===== src/gpio_dir_route_pkg.sv =====
// Constants shared by the pin direction and routing block
package gpio_dir_route_pkg;
    // ------------------------------------------------------------
    // Sizes
    // ------------------------------------------------------------
    localparam int ADDR_W = 12; // Register address width
    localparam int DATA_W = 32; // Register data width
    localparam int NPINS = 32; // Pins in the bank
    localparam int HALF = 16; // Pins per control register
    // ------------------------------------------------------------
    // Register byte offsets
    // ------------------------------------------------------------
    localparam logic [11:0] OFS_CTRL_LO = 12'h31C; // Pins 0-15 control
    localparam logic [11:0] OFS_CTRL_HI = 12'h320; // Pins 16-31 control
    localparam logic [11:0] OFS_IN_LO = 12'h328; // Pins 0-15 input data
    localparam logic [11:0] OFS_IN_HI = 12'h32C; // Pins 16-31 input data
    localparam logic [11:0] OFS_OUT_LO = 12'h330; // Pins 0-15 output data
    localparam logic [11:0] OFS_OUT_HI = 12'h334; // Pins 16-31 output data
    localparam logic [11:0] OFS_INT_STAT = 12'h340; // Sticky event status, read only
    localparam logic [11:0] OFS_INT_CLR = 12'h344; // Event clear, write only
    localparam logic [11:0] OFS_INT_EN = 12'h348; // Event enable
    // ------------------------------------------------------------
    // Field layout: two bits per pin
    // ------------------------------------------------------------
    localparam int FIELD_W = 2; // Bits per pin
    localparam int SRC_POS = 0; // Source/destination bit
    localparam int DIR_POS = 1; // Direction bit
    localparam logic DIR_INPUT = 1'b0; // Pin is an input
    localparam logic DIR_OUTPUT = 1'b1; // Pin drives
    localparam logic SRC_DATA = 1'b0; // Input data register / output data
    localparam logic SRC_INTR = 1'b1; // General interrupt path
    // ------------------------------------------------------------
    // Reset values
    // ------------------------------------------------------------
    localparam logic [31:0] RST_CTRL = 32'h0000_0000; // All inputs to data
    localparam logic [15:0] RST_OUT = 16'h0000; // Output data
    localparam logic [31:0] RST_INT_EN = 32'h0000_0000; // Events masked
    localparam logic [31:0] RST_PINS = 32'h0000_0000; // Pin samples
endpackage : gpio_dir_route_pkg


===== src/gpio_direction_routing.sv =====
// Direction and routing control for a bank of 32 general-purpose pins
`timescale 1ns/1ps
// Overview of operation
// - Direction bit 0 input, 1 output
// - Input, route 0: pin to input data
// - Input, route 1: pin to interrupt path
// - Output, route 0: drive from output data
// - Pins 16-31 fields in control at 320h
// - Registers exist only in port 0
// - Fields reset zero, presettable from configuration
// - Pins 0-15 fields in control at 31Ch
// - Input data reads 0 for output pins
module gpio_direction_routing (
    input wire logic ref_clk, // 100 MHz core clock
    input wire logic rst_n, // Asynchronous reset, active low
    input wire logic is_port0, // High when this function is port 0
    input wire logic preset_we, // Preset write from configuration memory
    input wire logic preset_hi, // Preset target: 1 pins 16-31, 0 pins 0-15
    input wire logic [31:0] preset_data, // Preset control word
    input wire logic [gpio_dir_route_pkg::ADDR_W-1:0] reg_addr, // Register byte address
    input wire logic [gpio_dir_route_pkg::DATA_W-1:0] reg_wdata, // Register write data
    input wire logic reg_we, // Write strobe
    input wire logic reg_re, // Read strobe
    output logic [gpio_dir_route_pkg::DATA_W-1:0] reg_rdata, // Read data, cycle after strobe
    input wire logic [gpio_dir_route_pkg::NPINS-1:0] gpio_in, // Pin levels
    output logic [gpio_dir_route_pkg::NPINS-1:0] gpio_out, // Pin drive values
    output logic [gpio_dir_route_pkg::NPINS-1:0] gpio_oe_n, // Pin drive enables, low drives
    output logic irq // Level interrupt
);
    import gpio_dir_route_pkg::*;

    // ------------------------------------------------------------
    // Declarations
    // ------------------------------------------------------------
    logic port0_q; // Port 0 flag
    logic [31:0] pin_dir_route_low_q; // Pins 0-15 control
    logic [31:0] pin_dir_route_high_q; // Pins 16-31 control
    logic [63:0] ctrl_all; // Both control words
    logic [NPINS-1:0] dir_vec; // Direction per pin
    logic [NPINS-1:0] src_vec; // Route per pin
    logic [15:0] out_lo_q; // Pins 0-15 output data
    logic [15:0] out_hi_q; // Pins 16-31 output data
    logic [NPINS-1:0] out_all; // Both output data halves
    logic [NPINS-1:0] in_q; // Sampled pins
    logic [NPINS-1:0] in_prev_q; // Previous sample
    logic [NPINS-1:0] in_data; // Input data as read
    logic [NPINS-1:0] route_evt; // Rising edge on a routed pin
    logic [NPINS-1:0] stat_q; // Sticky event status
    logic [NPINS-1:0] stat_d; // Next status
    logic [NPINS-1:0] en_q; // Event enables
    logic [NPINS-1:0] clr_vec; // Clear mask of this cycle
    logic wr_ok; // Accepted register write
    logic rd_ok; // Accepted register read
    logic [31:0] rd_d; // Read data next
    logic [NPINS-1:0] gpio_out_q; // Pin value flops
    logic [NPINS-1:0] oe_n_q; // Pin enable flops
    logic irq_q; // Interrupt flop
    logic [31:0] rdata_q; // Read data flop

    // ------------------------------------------------------------
    // Port identity
    // ------------------------------------------------------------
    // Port flag is cleared by reset and sampled every cycle after reset release
    // A flop here keeps a changing strap from splitting one access in two
    always_ff @(posedge ref_clk or negedge rst_n) begin
        if (!rst_n) begin
            port0_q <= 1'b0;
        end else begin
            port0_q <= is_port0;
        end
    end

    // Access is honoured only in port 0
    assign wr_ok = reg_we && port0_q;
    assign rd_ok = reg_re && port0_q;

    // ------------------------------------------------------------
    // Control registers
    // ------------------------------------------------------------
    // Preset from configuration memory takes priority over the bus
    // A bus write in the same cycle is lost, even one to the word the preset does not target
    always_ff @(posedge ref_clk or negedge rst_n) begin
        if (!rst_n) begin
            pin_dir_route_low_q <= RST_CTRL;
            pin_dir_route_high_q <= RST_CTRL;
        end else if (preset_we) begin
            if (preset_hi) begin
                pin_dir_route_high_q <= preset_data;
            end else begin
                pin_dir_route_low_q <= preset_data;
            end
        end else if (wr_ok && reg_addr == OFS_CTRL_LO) begin
            pin_dir_route_low_q <= reg_wdata;
        end else if (wr_ok && reg_addr == OFS_CTRL_HI) begin
            pin_dir_route_high_q <= reg_wdata;
        end
    end

    assign ctrl_all = {pin_dir_route_high_q, pin_dir_route_low_q};

    // Per pin field extraction, two bits each
    // Pin n owns bits 2n and 2n+1 of the joined word
    for (genvar n = 0; n < NPINS; n++) begin : g_pin
        assign dir_vec[n] = ctrl_all[FIELD_W*n+DIR_POS];
        assign src_vec[n] = ctrl_all[FIELD_W*n+SRC_POS];
    end

    // ------------------------------------------------------------
    // Output data registers
    // ------------------------------------------------------------
    // Software written drive values
    // Only the low half of the bus word is kept; the rest reads zero
    always_ff @(posedge ref_clk or negedge rst_n) begin
        if (!rst_n) begin
            out_lo_q <= RST_OUT;
            out_hi_q <= RST_OUT;
        end else if (wr_ok && reg_addr == OFS_OUT_LO) begin
            out_lo_q <= reg_wdata[15:0];
        end else if (wr_ok && reg_addr == OFS_OUT_HI) begin
            out_hi_q <= reg_wdata[15:0];
        end
    end

    // ------------------------------------------------------------
    // Pin drive
    // ------------------------------------------------------------
    // Both output data halves as one word
    assign out_all = {out_hi_q, out_lo_q};

    // Output pins follow output data; inputs are released.
    // A route bit of 1 on an output is not meaningful and is ignored.
    // A flop on each pin keeps decode glitches off the board
    always_ff @(posedge ref_clk or negedge rst_n) begin
        if (!rst_n) begin
            gpio_out_q <= RST_PINS;
            oe_n_q <= ~RST_PINS;
        end else begin
            gpio_out_q <= out_all & dir_vec;
            oe_n_q <= ~dir_vec;
        end
    end

    // ------------------------------------------------------------
    // Pin sampling
    // ------------------------------------------------------------
    // Pins are synchronous; one sample plus history for edges
    // A pin high at reset release looks like an edge; routing is off then
    always_ff @(posedge ref_clk or negedge rst_n) begin
        if (!rst_n) begin
            in_q <= RST_PINS;
            in_prev_q <= RST_PINS;
        end else begin
            in_q <= gpio_in;
            in_prev_q <= in_q;
        end
    end

    // Input data shows the pin for inputs, zero for outputs
    assign in_data = in_q & ~dir_vec;

    // ------------------------------------------------------------
    // Interrupt path
    // ------------------------------------------------------------
    // Only inputs routed to the interrupt path raise events
    assign route_evt = in_q & ~in_prev_q & ~dir_vec & src_vec;
    // Write one to clear; zero bits leave status alone
    assign clr_vec = (wr_ok && reg_addr == OFS_INT_CLR) ? reg_wdata : '0;
    // A new event wins over a clear in the same cycle
    assign stat_d = (stat_q & ~clr_vec) | route_evt;

    // Sticky status and enable
    // Status sets even while masked, so a later enable raises the line one edge after en_q loads
    always_ff @(posedge ref_clk or negedge rst_n) begin
        if (!rst_n) begin
            stat_q <= RST_PINS;
            en_q <= RST_INT_EN;
        end else begin
            stat_q <= stat_d;
            if (wr_ok && reg_addr == OFS_INT_EN) begin
                en_q <= reg_wdata;
            end
        end
    end

    // Level interrupt while an enabled status bit is set
    // Built from the next status so the line follows an event by one edge
    always_ff @(posedge ref_clk or negedge rst_n) begin
        if (!rst_n) begin
            irq_q <= 1'b0;
        end else begin
            irq_q <= |(stat_d & en_q);
        end
    end

    // ------------------------------------------------------------
    // Read path
    // ------------------------------------------------------------
    // Address decode; unmapped and write-only addresses read zero
    always_comb begin
        rd_d = '0;
        if (!rd_ok) begin
            rd_d = '0;
        end else if (reg_addr == OFS_CTRL_LO) begin
            rd_d = pin_dir_route_low_q;
        end else if (reg_addr == OFS_CTRL_HI) begin
            rd_d = pin_dir_route_high_q;
        end else if (reg_addr == OFS_IN_LO) begin
            rd_d = {16'h0000, in_data[15:0]};
        end else if (reg_addr == OFS_IN_HI) begin
            rd_d = {16'h0000, in_data[31:16]};
        end else if (reg_addr == OFS_OUT_LO) begin
            rd_d = {16'h0000, out_lo_q};
        end else if (reg_addr == OFS_OUT_HI) begin
            rd_d = {16'h0000, out_hi_q};
        end else if (reg_addr == OFS_INT_STAT) begin
            rd_d = stat_q;
        end else if (reg_addr == OFS_INT_EN) begin
            rd_d = en_q;
        end
    end

    // Read data stands one cycle after the strobe only
    always_ff @(posedge ref_clk or negedge rst_n) begin
        if (!rst_n) begin
            rdata_q <= '0;
        end else begin
            rdata_q <= rd_d;
        end
    end

    // ------------------------------------------------------------
    // Outputs
    // ------------------------------------------------------------
    assign reg_rdata = rdata_q;
    assign gpio_out = gpio_out_q;
    assign gpio_oe_n = oe_n_q;
    assign irq = irq_q;

    // Per pin drive checks over the whole bank
    for (genvar p = 0; p < NPINS; p++) begin : g_pin_chk

    end
endmodule : gpio_direction_routing


===== config.mk =====
export PLATFORM = sky130hd
export DESIGN_NAME = gpio_direction_routing
export DESIGN_NICKNAME = d
export VERILOG_FILES = /design/src/gpio_dir_route_pkg.sv /design/src/gpio_direction_routing.sv
export SDC_FILE = /design/constraint.sdc
export NUM_CORES = 1
export LEC_CHECK = 0
export BUFFER_PORTS_ARGS = -buffer_cell sky130_fd_sc_hd__buf_2
export CELL_PAD_IN_SITES_DETAIL_PLACEMENT = 0
export CELL_PAD_IN_SITES_GLOBAL_PLACEMENT = 1
export CORE_MARGIN = 2
export CORE_UTILIZATION = 51
export CTS_BUF_LIST = sky130_fd_sc_hd__clkbuf_4 sky130_fd_sc_hd__clkbuf_8
export CTS_CLUSTER_SIZE = 20
export DETAILED_ROUTE_END_ITERATION = 8
export PLACE_DENSITY_LB_ADDON = 0.1
export SYNTH_ARGS = -nofsm -noshare
export SYNTH_HDL_FRONTEND = slang
export SYNTH_SLANG_ARGS = --single-unit

===== constraint.sdc =====
create_clock -name ref_clk -period 6.8 [get_ports ref_clk]
set_input_delay 1.36 -clock ref_clk [delete_from_list [all_inputs] [get_ports ref_clk]]
set_output_delay 1.36 -clock ref_clk [all_outputs]
set_load 0.02 [all_outputs]

== Word-level counts from Yosys, hierarchy flattened ==
Cells that the tools add are included.

* Equality and inequality tests: 12
* Mux-type cells: 17
* Bitwise operators: 12
* Reductions and logical operators: 14

{| class="wikitable"
|+ Operators by type and width
! kind !! count
|-
| $mux 32 || 17
|-
| $and 32x32->32 || 7
|-
| $eq 12x10->1 const B || 9
|-
| $not 32->32 || 3
|-
| $or 32x32->32 || 1
|-
| $reduce_or 32->1 || 1
|-
| $logic_and 1x1->1 || 8
|-
| $ne 2x2->1 const B || 2
|-
| $reduce_and 2->1 || 2
|-
| $reduce_bool 2->1 || 2
|-
| $reduce_and 3->1 || 1
|-
| $ne 2x1->1 const B || 1
|-
| $not 1->1 || 1
|}

* Bits in registers: 322
* Bits of input ports: 115
* Output and inout port bits: 97

== Longest topological paths before layout ==
* Depth in word-level cells: 10
* Mapped depth: 9
* Mapped depth without buffers: 6

== Least setup slack after synthesis ==
No wires, ideal clock.

* Kind: input -> register
* From: input port reg_addr[2] (netlist name)
* To: register irq_q, in the netlist irq
* Library setup time: 0.148 ns
* Arrival: 3.455 ns
* Data required time: 6.652 ns
* Slack: 3.197 ns
* Cell stages on the path: 8
* Path buffers: 2
* Cells stage by stage: buf_4 -> or4b_4 -> nor4_2 -> buf_4 -> a21oi_1 -> or4_1 -> a2111oi_0 -> nand4_1

* Word-level cells in the longest chain between the ends: 8

{| class="wikitable"
|+ Ends and longest elaborated chain
! what !! RTL line !! source
|-
| start, declared || gpio_direction_routing.sv:20 || <nowiki>input wire logic [gpio_dir_route_pkg::ADDR_W-1:0] reg_addr,</nowiki>
|-
| $eq 12x10->1 || gpio_direction_routing.sv:167 || <nowiki>assign clr_vec = (wr_ok && reg_addr == OFS_INT_CLR) ? reg_wdata : '0;</nowiki>
|-
| $logic_and 1x1->1 || gpio_direction_routing.sv:167 ||
|-
| $mux 32 || gpio_direction_routing.sv:167 ||
|-
| $not 32->32 || gpio_direction_routing.sv:169 || <nowiki>assign stat_d = (stat_q & ~clr_vec) | route_evt;</nowiki>
|-
| $and 32x32->32 || gpio_direction_routing.sv:169 ||
|-
| $or 32x32->32 || gpio_direction_routing.sv:169 ||
|-
| $and 32x32->32 || gpio_direction_routing.sv:191 || <nowiki>irq_q <= |(stat_d & en_q);</nowiki>
|-
| $reduce_or 32->1 || gpio_direction_routing.sv:191 ||
|-
| end signal, assigned || gpio_direction_routing.sv:191 ||
|-
| end, declared || gpio_direction_routing.sv:57 || <nowiki>logic irq_q;</nowiki>
|}

Every way passes these cells.
A chain may end at the register's enable or synchronous reset.

== Worst setup path after layout ==
Ends and elaborated chain as after synthesis.

==> summary.md <==
| Metric | Value |
|---|---|
| Outcome | `finished, final reports clean` |
| Top fanout value on the critical path | `56` |
| Mean Syn Cell Area | `12.8 um2` |
| DR pass1 iterations | `8` |
| First-pass GRT wire length | `57100 um` |
| Fin util | `61.7%` |
| FMAX | `0.227 GHz` |
| Tightest Pin Transition | `1.27 ns` |
| Setup violators final | `0` |
| CP endpoint kind | `register` |
| Max-cap viol count | `0` |
| Initial Utilization | `51.4%` |
| Die span in y | `163 um` |
| LEAKAGE | `7.32 nW` |
| RSZ-0062 raised after global routing | `false` |
| Syn Std Cell Area | `12800 um2` |
| Hold buffers post-CTS | `0` |
| Final Max Slew Viols | `0` |
| Post-synth EDFFs | `0` |
| CTS tree | `yes` |
| Wirelength per Cell | `23.5 um` |
| H-tree depth | `2` |
| Clock network fraction of total power | `40.9%` |
| Final hold vios | `0` |
| GRT Overall Usage | `29.0%` |
| DR DRC count | `0` |
| Fin nets | `1350` |
| Placeable Area | `25000 um2` |
| Fillers | `2100` |
| Total negative slack | `0 ns` |
| Top Ports | `212` |
| Reg clk slew, reported paths | `0.06 ns` |
| Area Overhead vs Synth | `19.9%` |
| Area contributors post-synth | `dfrtp_1 (57%), dfstp_2 (6.5%), mux2_2 (5.3%)` |
| Relative slew slack | `15.2%` |
| Diodes inserted | `0` |
| Sink Count | `322` |
| Family with the most delay on the worst path | `simple AND/OR/NAND/NOR gates` |
| Crit path required time | `7.23 ns` |
| Final period util | `64.9%` |
| Die Wd | `163 um` |
| Gate power share | `8.3%` |
| Die area | `26500 um2` |
| Worst-skew pair later-pin latency | `0.57 ns` |
| Row count | `58` |
| Iter 0 DRT Violations | `829` |
| Initial antenna violation count | `0` |
| Vias | `9519` |
| Syn nets | `1122` |
| Slowest stage cell on the critical path | `buf_2` |
| TritonCTS Buffers | `52` |
| Cells after Synth | `1007` |
| VDD IR-drop max | `0.204 mV` |
| YS warnings | `0` |
| Cell taking the most area after synthesis | `dfrtp_1` |
| Synth Flop Type | `dfrtp_1` |
| Crit path time final | `4.41 ns` |
| Placer Congestion | `0.876` |
| Root Buffer | `clkbuf_8` |
| P per Cell Area | `279 nW/um2` |
| Overflow left after global routing | `0` |
| Vias in the first global route | `9439` |
| Sw Pwr | `1.09 mW` |
| DP HPWL | `24500 um` |
| Ys async rst share | `100%` |
| Worst path buffer plus inverter count | `2` |
| Final ANT Viol Nets | `0` |
| Post-cts gate resize count | `0` |
| Vias/cell | `5.93` |
| Critical path's largest stage delay | `0.66 ns` |
| CP Launch Type | `input pin` |
| I/O Buffers | `211` |
| Share of layout cells above drive strength 1 | `34.2%` |
| Synth unique cells | `48` |
| WP data arrival | `4.84 ns` |
| Hold Path Class | `register to register` |
| Detailed Route WL | `37800 um` |
| CTS max path bufs | `3` |
| Clk_skew | `0.0205 ns` |
| Sequential area share after synthesis | `63.1%` |
| Post-CTS setup buffers | `0` |
| Setup CP Type | `input pin to register` |
| Sequential share of power | `50.8%` |
| Crit-path cells | `buf_2, or4b_4, nor4_4, buf_4, a21oi_1, or4_1, a2111oi_0, nand4_1` |
| Synth top area share | `56.5%` |
| Sw frac | `25.3%` |
| Largest net degree at the start of global routing | `103` |
| Cell Int Power | `3.21 mW` |
| Number of synthesized register bits | `322` |
[through the flow]
step	hold WS [ns]	instances	worst slack, ns	power (mW)	cell area (um2)
final	0.385	1606	2.39	4.30	15400
after global routing	0.394	1606	2.20	4.47	15400
after CTS	0.384	1606	2.42	4.32	15400
after detailed placement	0.380	1511	1.82	2.57	14300
after global placement	0.369	1511	1.90	2.57	14300
after floorplan	0.358	1007	3.20	2.37	12800
[path summary, 6_finish.rpt]
kind / startpoint / endpoint / slack (ns) / cells after the start
setup / recovery: reg_addr[2] / irq$_DFF_PN0_ / 2.39 / 8
max in group asynchronous: rst_n / in_q[11]$_DFF_PN0_ / 4.53 / 2
min in group asynchronous: rst_n / pin_dir_route_high_q[9]$_DFFE_PN0P_ / 0.78 / 1
hold / removal: in_q[15]$_DFF_PN0_ / in_prev_q[15]$_DFF_PN0_ / 0.39 / 0
hold reg to reg: in_q[15]$_DFF_PN0_ / in_prev_q[15]$_DFF_PN0_ / 0.39 / 0
setup reg to reg: port0_q$_DFF_PN0_ / irq$_DFF_PN0_ / 3.62 / 7
[cells in the final DEF, fill, tap and decap left out, types with 3 or more instances in the layout]
cell type and count:
or2_2 5, a32o_1 4, nand2_1 48, nand4_1 3, dfrtp_1 290, or4_1 4, buf_2 210, and2_1 32
and3b_1 9, a311oi_1 16, dfstp_2 32, clkinv_2 7, mux2_1 4, a22oi_1 16, a221o_1 16, nor4_2 3
buf_4 18, a221oi_1 16, nor4bb_1 28, nor2b_1 21, mux2_2 60, a21oi_1 64, clkbuf_8 63, clkbuf_4 24
nor3b_1 16, a222oi_1 16, mux2i_1 48, a21boi_0 4, o31ai_1 32, a2111oi_0 4, o22ai_1 4, a21o_1 24
inv_1 33, o21ai_0 40, nor2_1 37, o21a_1 4
[power by group through the flow]
stage / combinational [mW] / clock, mW / sequential (mW)
2_1_floorplan: 0.156 / 0 / 2.21
3_3_place_gp: 0.355 / 0 / 2.21
3_5_place_dp: 0.359 / 0 / 2.21
4_1_cts: 0.361 / 1.78 / 2.18
5_1_grt: 0.393 / 1.88 / 2.20
6_report: 0.358 / 1.76 / 2.19
[routing by layer]
metal | vias up | track usage, % | share of wire, %
met3 | 61 | 5.81 | 8.4
met4 | 0 | 6.92 | 2.0
li1 | 4190 | - | -
met5 | - | 0 | 0
met2 | 465 | 45.7 | 46
met1 | 4803 | 41.8 | 43
[layout make-up]
cell class	instances	area, um2	share of cell area (%)
Tap cell	330	413	2.68
Clock buffer	87	1050	6.80
Sequential cell	322	8100	52.6
Multi-Input combinational cell	597	4450	28.9
Inverter	33	124	0.804
Clock inverter	8	65.1	0.423
Timing Repair Buffer	229	1200	7.80
[synth_stat cells (all sizes together) (5+ instances only)]
master and number:
a221oi 16, a222oi 16, clkbuf 43, a22oi 16, and2 32, a221o 16, mux2i 48, buf 12
nand2 48, a21oi 64, and3b 9, or2 5, nor3b 16, nor4bb 28, dfstp 32, nor2 41
dfrtp 290, nor2b 21, o31ai 32, o21ai 40, inv 33, a311oi 16, mux2 64, a21o 24
[worst reg2reg max path: cells and delay by family, from the launching register on]
| family | cells | cell delay [ns] |
|---|---|---|
| buffers and inverters | 1 | 0.54 |
| AOI/OAI and AO/OA | 2 | 0.69 |
| and+or+nand+nor | 4 | 1.34 |
| DFF | 1 | 0.46 |
[cell families (layout without fill, tap and decap cells)]
group	after synthesis	in the layout	share of synthesized area (%)
AOI/OAI and AO/OA	262	262	14.3
buffers and inverters	88	357	2.73
DFF	322	322	63.1
muxes	112	112	9.35
and+or+nand+nor	223	223	10.5
No activity file was read; power rests on OpenSTA's default activity.
